## src/inc/align_pkg.sv

```systemverilog
package align_pkg;

  localparam int unsigned ADDR_W       = 13;
  localparam int unsigned DATA_W       = 8;
  localparam int unsigned CNT_W        = 5;

  // Register addresses on the serial port
  localparam logic [12:0] ADDR_ALIGN_CTRL = 13'h003a;
  localparam logic [12:0] ADDR_PIN_CTRL   = 13'h0059;

  // Serial frame: 16 instruction bits, then data bytes MSB first
  localparam logic [4:0]  INSTR_LAST   = 5'h0f;
  localparam logic [4:0]  BYTE_LAST    = 5'h07;
  localparam int unsigned INSTR_RW_BIT = 14;
  localparam int unsigned INSTR_ADDR_HI = 11;
  localparam logic [12:0] ADDR_STEP    = 13'h0001;

  // Field widths inside the data byte (fields start at bit 0)
  localparam int unsigned ALIGN_CTRL_W = 3;
  localparam int unsigned PIN_CTRL_W   = 2;

  typedef struct packed {
    logic next_only;   // Bit 2
    logic div_en;      // Bit 1
    logic buf_en;      // Bit 0
  } align_ctrl_type;

  typedef struct packed {
    logic edge_mode;   // Bit 1: 0 level, 1 edge
    logic rising;      // Bit 0: 0 falling, 1 rising
  } pin_ctrl_type;

  localparam align_ctrl_type ALIGN_CTRL_RESET = 3'h0;
  localparam pin_ctrl_type   PIN_CTRL_RESET   = 2'h0;

  typedef enum logic [2:0] {
    PH_IDLE  = 3'b001,
    PH_INSTR = 3'b010,
    PH_DATA  = 3'b100
  } phase_type;

endpackage

```

## src/hw/align_pulse_detect.sv

```systemverilog
`timescale 1ns/10ps
module align_pulse_detect (
  input  wire logic                  clk_i,
  input  wire logic                  reset_i,
  input  wire logic                  enable_i,
  input  wire align_pkg::pin_ctrl_type mode_i,
  input  wire logic                  align_pulse_i,
  output logic                       detect_o
);

  logic [2:0] stage;
  logic       level_hit;
  logic       rise_hit;
  logic       fall_hit;
  logic       edge_hit;
  logic       next_detect;

  always_ff @(posedge clk_i or posedge reset_i) begin
    if (reset_i) begin
      stage <= 3'h0;
    end else begin
      stage <= {stage[1:0], align_pulse_i};
    end
  end

  assign level_hit   = stage[1];
  assign rise_hit    = stage[1] & ~stage[2];
  assign fall_hit    = ~stage[1] & stage[2];
  assign edge_hit    = mode_i.rising ? rise_hit : fall_hit;
  assign next_detect = enable_i & (mode_i.edge_mode ? edge_hit : level_hit);

  always_ff @(posedge clk_i or posedge reset_i) begin
    if (reset_i) begin
      detect_o <= 1'b0;
    end else begin
      detect_o <= next_detect;
    end
  end

  a_idle_quiet: assert property (@(posedge clk_i) disable iff (reset_i)
    !enable_i |=> !detect_o) else $error("detector fired while buffer disabled");
  a_level_high: assert property (@(posedge clk_i) disable iff (reset_i)
    (enable_i && !mode_i.edge_mode && stage[1]) |=> detect_o)
    else $error("level mode missed a high input");
  a_edge_only: assert property (@(posedge clk_i) disable iff (reset_i)
    (detect_o && $past(mode_i.edge_mode)) |-> $past(stage[1] != stage[2]))
    else $error("edge mode fired without an edge");
  a_edge_dir: assert property (@(posedge clk_i) disable iff (reset_i)
    (detect_o && $past(mode_i.edge_mode)) |-> ($past(stage[1]) == $past(mode_i.rising)))
    else $error("edge detected with wrong polarity");

endmodule

```

## src/hw/divider_alignment_control.sv

```systemverilog
`timescale 1ns/10ps
module divider_alignment_control (
  input  wire logic clk_i,
  input  wire logic reset_i,
  input  wire logic align_pulse_i,
  input  wire logic spi_sclk_i,
  input  wire logic spi_cs_n_i,
  input  wire logic spi_sdio_i,
  output logic      divider_align_o,
  output logic      align_buffer_en_o,
  output logic      spi_sdio_o,
  output logic      spi_sdio_oe_o
);

  // Serial pin synchronisers
  logic [2:0]                    sclk_stage;
  logic [1:0]                    cs_stage;
  logic [1:0]                    sdio_stage;

  always_ff @(posedge clk_i or posedge reset_i) begin
    if (reset_i) begin
      sclk_stage <= 3'h0;
      cs_stage   <= 2'h3;
      sdio_stage <= 2'h0;
    end else begin
      sclk_stage <= {sclk_stage[1:0], spi_sclk_i};
      cs_stage   <= {cs_stage[0], spi_cs_n_i};
      sdio_stage <= {sdio_stage[0], spi_sdio_i};
    end
  end

  logic sclk_rise;
  logic sclk_fall;
  logic cs_active;
  logic sdio_in;

  assign sclk_rise = sclk_stage[1] & ~sclk_stage[2];
  assign sclk_fall = ~sclk_stage[1] & sclk_stage[2];
  assign cs_active = ~cs_stage[1];
  assign sdio_in   = sdio_stage[1];

  // Registers
  align_pkg::align_ctrl_type     ctrl;
  align_pkg::pin_ctrl_type       pin_ctrl;
  align_pkg::align_ctrl_type     next_ctrl;
  align_pkg::pin_ctrl_type       next_pin_ctrl;

  // Serial frame state
  align_pkg::phase_type          phase;
  logic [align_pkg::CNT_W-1:0]   bit_cnt;
  logic [15:0]                   shift_in;
  logic [align_pkg::ADDR_W-1:0]  addr;
  logic                          rd_mode;
  logic [align_pkg::DATA_W-1:0]  shift_out;
  logic                          wr_en;
  logic [align_pkg::ADDR_W-1:0]  wr_addr;
  logic [align_pkg::DATA_W-1:0]  wr_data;

  function automatic logic [7:0] read_byte(
    input logic [12:0]                 a,
    input align_pkg::align_ctrl_type   c,
    input align_pkg::pin_ctrl_type     p
  );
    logic [7:0] r;
    r = 8'h00;
    if (a == align_pkg::ADDR_ALIGN_CTRL) begin
      r[align_pkg::ALIGN_CTRL_W-1:0] = c;
    end else if (a == align_pkg::ADDR_PIN_CTRL) begin
      r[align_pkg::PIN_CTRL_W-1:0] = p;
    end
    return r;
  endfunction

  logic [15:0]                   instr_word;
  logic [align_pkg::ADDR_W-1:0]  instr_addr;
  logic [align_pkg::ADDR_W-1:0]  addr_down;
  logic [7:0]                    data_byte;
  logic                          instr_done;
  logic                          byte_done;

  assign instr_word = {shift_in[14:0], sdio_in};
  assign instr_addr = instr_word[align_pkg::ADDR_W-1:0];
  assign addr_down  = addr - align_pkg::ADDR_STEP;
  assign data_byte  = {shift_in[6:0], sdio_in};
  assign instr_done = (phase == align_pkg::PH_INSTR) && sclk_rise
                      && (bit_cnt == align_pkg::INSTR_LAST);
  assign byte_done  = (phase == align_pkg::PH_DATA) && sclk_rise
                      && (bit_cnt == align_pkg::BYTE_LAST);

  always_ff @(posedge clk_i or posedge reset_i) begin
    if (reset_i) begin
      phase <= align_pkg::PH_IDLE;
      bit_cnt <= 5'h00;
      shift_in <= 16'h0000;
      addr <= 13'h0000;
      rd_mode <= 1'b0;
      shift_out <= 8'h00;
      spi_sdio_o <= 1'b0;
      spi_sdio_oe_o <= 1'b0;
    end else if (!cs_active) begin
      phase <= align_pkg::PH_IDLE;
      bit_cnt <= 5'h00;
      spi_sdio_oe_o <= 1'b0;
    end else begin
      unique case (phase)
        align_pkg::PH_IDLE: begin
          phase <= align_pkg::PH_INSTR;
          bit_cnt <= 5'h00;
        end
        align_pkg::PH_INSTR: begin
          if (sclk_rise) begin
            shift_in <= instr_word;
            bit_cnt <= bit_cnt + 5'h01;
          end
          if (instr_done) begin
            phase <= align_pkg::PH_DATA;
            bit_cnt <= 5'h00;
            rd_mode <= instr_word[align_pkg::INSTR_RW_BIT + 1];
            addr <= instr_addr;
            shift_out <= read_byte(instr_addr, ctrl, pin_ctrl);
          end
        end
        align_pkg::PH_DATA: begin
          if (sclk_rise) begin
            shift_in <= instr_word;
            bit_cnt <= bit_cnt + 5'h01;
          end
          if (byte_done) begin
            bit_cnt <= 5'h00;
            addr <= addr_down;
            shift_out <= read_byte(addr_down, ctrl, pin_ctrl);
          end else if (sclk_fall && rd_mode) begin
            spi_sdio_o <= shift_out[7];
            spi_sdio_oe_o <= 1'b1;
            shift_out <= {shift_out[6:0], 1'b0};
          end
        end
      endcase
    end
  end

  always_ff @(posedge clk_i or posedge reset_i) begin
    if (reset_i) begin
      wr_en <= 1'b0;
      wr_addr <= 13'h0000;
      wr_data <= 8'h00;
    end else begin
      wr_en <= byte_done && !rd_mode;
      wr_addr <= addr;
      wr_data <= data_byte;
    end
  end

  // Alignment path
  logic detect;
  logic qualified;
  logic oneshot_fire;
  logic wr_align;
  logic wr_pin;

  align_pulse_detect u_detect (
    .clk_i         (clk_i),
    .reset_i       (reset_i),
    .enable_i      (ctrl.buf_en),
    .mode_i        (pin_ctrl),
    .align_pulse_i (align_pulse_i),
    .detect_o      (detect)
  );

  assign qualified    = ctrl.buf_en & ctrl.div_en & detect;
  assign oneshot_fire = qualified & ctrl.next_only;
  assign wr_align     = wr_en && (wr_addr == align_pkg::ADDR_ALIGN_CTRL);
  assign wr_pin       = wr_en && (wr_addr == align_pkg::ADDR_PIN_CTRL);

  always_comb begin
    next_ctrl = ctrl;
    if (wr_align) begin
      next_ctrl = align_pkg::align_ctrl_type'(wr_data[align_pkg::ALIGN_CTRL_W-1:0]);
    end else if (oneshot_fire) begin
      next_ctrl.div_en = 1'b0;
    end
  end

  assign next_pin_ctrl = wr_pin
                         ? align_pkg::pin_ctrl_type'(wr_data[align_pkg::PIN_CTRL_W-1:0])
                         : pin_ctrl;

  always_ff @(posedge clk_i or posedge reset_i) begin
    if (reset_i) begin
      ctrl <= align_pkg::ALIGN_CTRL_RESET;
      pin_ctrl <= align_pkg::PIN_CTRL_RESET;
      divider_align_o <= 1'b0;
    end else begin
      ctrl <= next_ctrl;
      pin_ctrl <= next_pin_ctrl;
      divider_align_o <= qualified;
    end
  end

  assign align_buffer_en_o = ctrl.buf_en;

  a_master_gate: assert property (@(posedge clk_i) disable iff (reset_i)
    divider_align_o |-> $past(ctrl.buf_en)) else $error("realign without master enable");
  a_divider_gate: assert property (@(posedge clk_i) disable iff (reset_i)
    divider_align_o |-> $past(ctrl.div_en)) else $error("realign without divider enable");
  a_continuous_pass: assert property (@(posedge clk_i) disable iff (reset_i)
    (ctrl.buf_en && ctrl.div_en && !ctrl.next_only && detect) |=> divider_align_o ##1 1'b1)
    else $error("continuous mode dropped a pulse");
  a_oneshot_clear: assert property (@(posedge clk_i) disable iff (reset_i)
    (oneshot_fire && !wr_align) |=> (!ctrl.div_en && divider_align_o))
    else $error("one-shot did not clear divider enable");
  a_oneshot_once: assert property (@(posedge clk_i) disable iff (reset_i)
    (divider_align_o && $past(ctrl.next_only) && !$past(wr_align)) |=> !divider_align_o)
    else $error("one-shot realigned twice");
  a_pin_write: assert property (@(posedge clk_i) disable iff (reset_i)
    wr_pin |=> (pin_ctrl == $past(wr_data[align_pkg::PIN_CTRL_W-1:0])))
    else $error("pin control write lost");

endmodule

```

## config.mk

```make
export PLATFORM = sky130hd
export DESIGN_NAME = divider_alignment_control
export DESIGN_NICKNAME = d
export VERILOG_FILES = /design/src/inc/align_pkg.sv /design/src/hw/align_pulse_detect.sv /design/src/hw/divider_alignment_control.sv
export SDC_FILE = /design/constraint.sdc
export NUM_CORES = 1
export LEC_CHECK = 0
export ABC_AREA = 1
export BUFFER_PORTS_ARGS = -buffer_cell sky130_fd_sc_hd__buf_4
export CORE_UTILIZATION = 35
export DETAILED_ROUTE_END_ITERATION = 7
export PLACE_DENSITY = 0.46
export SLEW_MARGIN = 10
export SYNTH_ARGS = -nofsm -noshare
export SYNTH_HDL_FRONTEND = slang
export SYNTH_SLANG_ARGS = --single-unit
```

## constraint.sdc

```tcl
create_clock -name clk_i -period 6 [get_ports clk_i]
set_clock_uncertainty 0.15 [all_clocks]
set_input_delay 0.9 -clock clk_i [delete_from_list [all_inputs] [get_ports clk_i]]
set_output_delay 0.9 -clock clk_i [all_outputs]
set_load 0.05 [all_outputs]
```

==> flow_summary.json <==
{
  "cts.hold.buffers_added": 0,
  "outcome": "complete, no violations",
  "p_leak_uw": 0.00184,
  "setup_viol": 0,
  "first_iter_violations": 108,
  "vias": 2698,
  "setup.worst_path.class": "reg2reg",
  "cts_tree": "done",
  "irDropWorstVdd_uv": 216,
  "slew_headroom_pct": 31.0,
  "drc_errors": 0,
  "cts_max_path_buffers": 2,
  "post-route-min-period_ns": 2.35,
  "antenna_found_initial": 0,
  "dp_hpwl_um": 5740,
  "worst_pin_slew_ns": 1.04,
  "syn-mean-instance-area_um2": 9.15,
  "async_reset_ff_share_pct": 100,
  "postPlaceCellArea_mm2": 0.00394,
  "synth_edf_count": 0,
  "syn_to_final_growth_pct": 9.86,
  "fp.dieArea_mm2": 0.0111,
  "grt_max_degree": 82,
  "p_per_area_mw_per_mm2": 406,
  "synth.distinct_cells": 37,
  "end_kind": "register",
  "critPathRequiredTime_ns": 6.09,
  "finalSetupTns_ns": 0,
  "viasPerCell": 4.78,
  "hold_path.class": "reg2reg",
  "overflow": 0,
  "ys_ff_latch": 81,
  "rsz0062_at_grt": "false",
  "die_w_um": 105,
  "io_pins": 10,
  "layout.nets": 434,
  "cts_setup_buffers": 0,
  "gp_congestion": 0.774,
  "wl_um": 8030,
  "wl_per_cell_um": 14.2,
  "hold_viol": 0,
  "grt_pass1_wl_um": 13500,
  "multi_input_area_mm2": 0.00148,
  "port_buffers": 9,
  "max_freq_ghz": 0.425,
  "syn_nets": 420,
  "numClockSinks": 81,
  "diodes": 0,
  "fillers": 1044,
  "insertion_delay_ns": 0.36,
  "core_area_mm2": 0.0103,
  "syn-cell-area_mm2": 0.00374,
  "yosys_warnings": 0,
  "drive_above_1_share_pct": 17.3,
  "grt_pass1_vias": 2701,
  "worstPathArrival_ns": 2.45,
  "finalCritPeriodShare_pct": 39.2,
  "design_area_mm2": 0.00411,
  "die_y_um": 105,
  "finalMaxSlewViolations": 0,
  "std_cell_rows": 37,
  "maxCapViolCount": 0,
  "ant_nets": 0,
  "htree_num_levels": 3,
  "syn_inst": 409,
  "clk_pin_slew_worst_paths_ns": 0.08,
  "firstDrtPassIters": 4,
  "start_kind": "register",
  "regArea_mm2": 0.00203,
  "root_buffer": "clkbuf_8",
  "track_usage_pct": 16.0,
  "cp_max_fo": 14,
  "start_util_pct": 36.3,
  "numCtsBuffers": 9,
  "postCtsResizedCells": 0,
  "ys.flop_type": "dfrtp_1",
  "yosysSeqAreaShare_pct": 54.3
}
==> cells by family (layout without fill, tap and decap cells) <==
group,count (synthesis),in the layout,share of synthesized area (%)
fa+ha+maj,5,5,1.67
buf+inv,56,75,6.32
flops,81,81,54.3
compound gates,75,75,11.4
mux,3,3,0.903
simple gates,185,185,24.5
xor+xnor,4,4,0.936
==> cell type report <==
class	instances	share of cell area, %
sequential	81	49.4
multi-input combinational	272	35.9
inverter	49	4.56
tap	136	4.14
clock buffer	11	3.44
timing repair buffer	10	1.83
clock inverter	5	0.761
==> final timing paths <==
check | startpoint | end | slack, ns | depth (start not counted)
setup / recovery | bit_cnt[0]$_DFF_PP0_ | addr[1]$_DFFE_PP0P_ | 3.65 | 12
hold / removal | sclk_stage[0]$_DFF_PP0_ | sclk_stage[1]$_DFF_PP0_ | 0.21 | 0
setup reg to reg | bit_cnt[0]$_DFF_PP0_ | addr[1]$_DFFE_PP0P_ | 3.65 | 12
hold reg to reg | sclk_stage[0]$_DFF_PP0_ | sclk_stage[1]$_DFF_PP0_ | 0.21 | 0
max in group asynchronous | reset_i | addr[9]$_DFFE_PP0P_ | 4.31 | 3
min in group asynchronous | reset_i | sclk_stage[1]$_DFF_PP0_ | 0.70 | 3
==> power breakdown <==
part	leakage, uW	switching, uW	internal (uW)
Clock	0.0000891	198	160
Sequential	0.00107	104	653
Combinational	0.000680	366	185
==> worst max-delay path, stage by stage (launching register included) <==
cell,delay (ns)
dfrtp_1,0.41
ha_1,0.22
nand2_1,0.10
nor2_1,0.05
ha_1,0.18
nand3_2,0.10
inv_2,0.05
nor2_1,0.24
nor2_4,0.06
nand2_2,0.26
inv_2,0.20
o211ai_1,0.12
o21ai_1,0.09
==> synthesized netlist by cell type, types with 4 or more instances <==
cell type | instances | area (um^2)
dfrtp_1 | 78 | 1950
nand2_1 | 76 | 285
inv_1 | 41 | 154
nor2_1 | 39 | 146
o21ai_0 | 27 | 135
o21ai_1 | 22 | 110
nand3_1 | 21 | 105
a21oi_1 | 11 | 55.1
nand4_1 | 10 | 62.6
nor3_1 | 10 | 50.1
inv_2 | 7 | 26.3
nand2_2 | 7 | 43.8
nor2_4 | 7 | 78.8
ha_1 | 5 | 62.6
a21oi_2 | 4 | 35.0
nand3_2 | 4 | 40.0
==> per-stage QoR <==
step	utilization [%]	std cells	total power [uW]	setup WS (ns)	hold slack, ns
6_report	39.8	564	1670	3.65	0.207
5_1_grt	39.8	564	1790	3.41	0.213
4_1_cts	39.8	564	1690	3.63	0.208
3_5_place_dp	38.2	548	1320	3.66	0.189
3_3_place_gp	38.2	548	1320	3.70	0.184
2_1_floorplan	-	409	1180	2.87	0.181
==> state kept, by name, indices dropped and copies added (netlist names), 2 cells and up <==
register,count
shift_in,15
sclk_stage,3
u_detect.stage,3
bit_cnt,5
sdio_stage,2
phase,3
pin_ctrl,2
wr_data,3
wr_addr,13
addr,13
cs_stage,2
shift_out,8
ctrl,2
==> routing by layer <==
layer  up-vias  global-route usage [%]  wire length [um]
met5         -                       0                 0
met4         0                    6.24               133
met3        12                    4.08               256
met2        30                    25.7              3780
met1      1287                    20.6              3860
li1       1369                       -                 -
==> cells in the final DEF, fill, tap and decap left out, drive strengths merged, types with 10 or more instances in the layout <==
cell	synthesis	layout
a21oi	15	15
buf	4	10
clkbuf	3	11
dfrtp	78	78
inv	49	48
nand2	84	84
nand3	27	27
nand4	10	10
nor2	49	49
nor3	12	12
o21ai	52	52
Power figures use the tool's default switching activity.
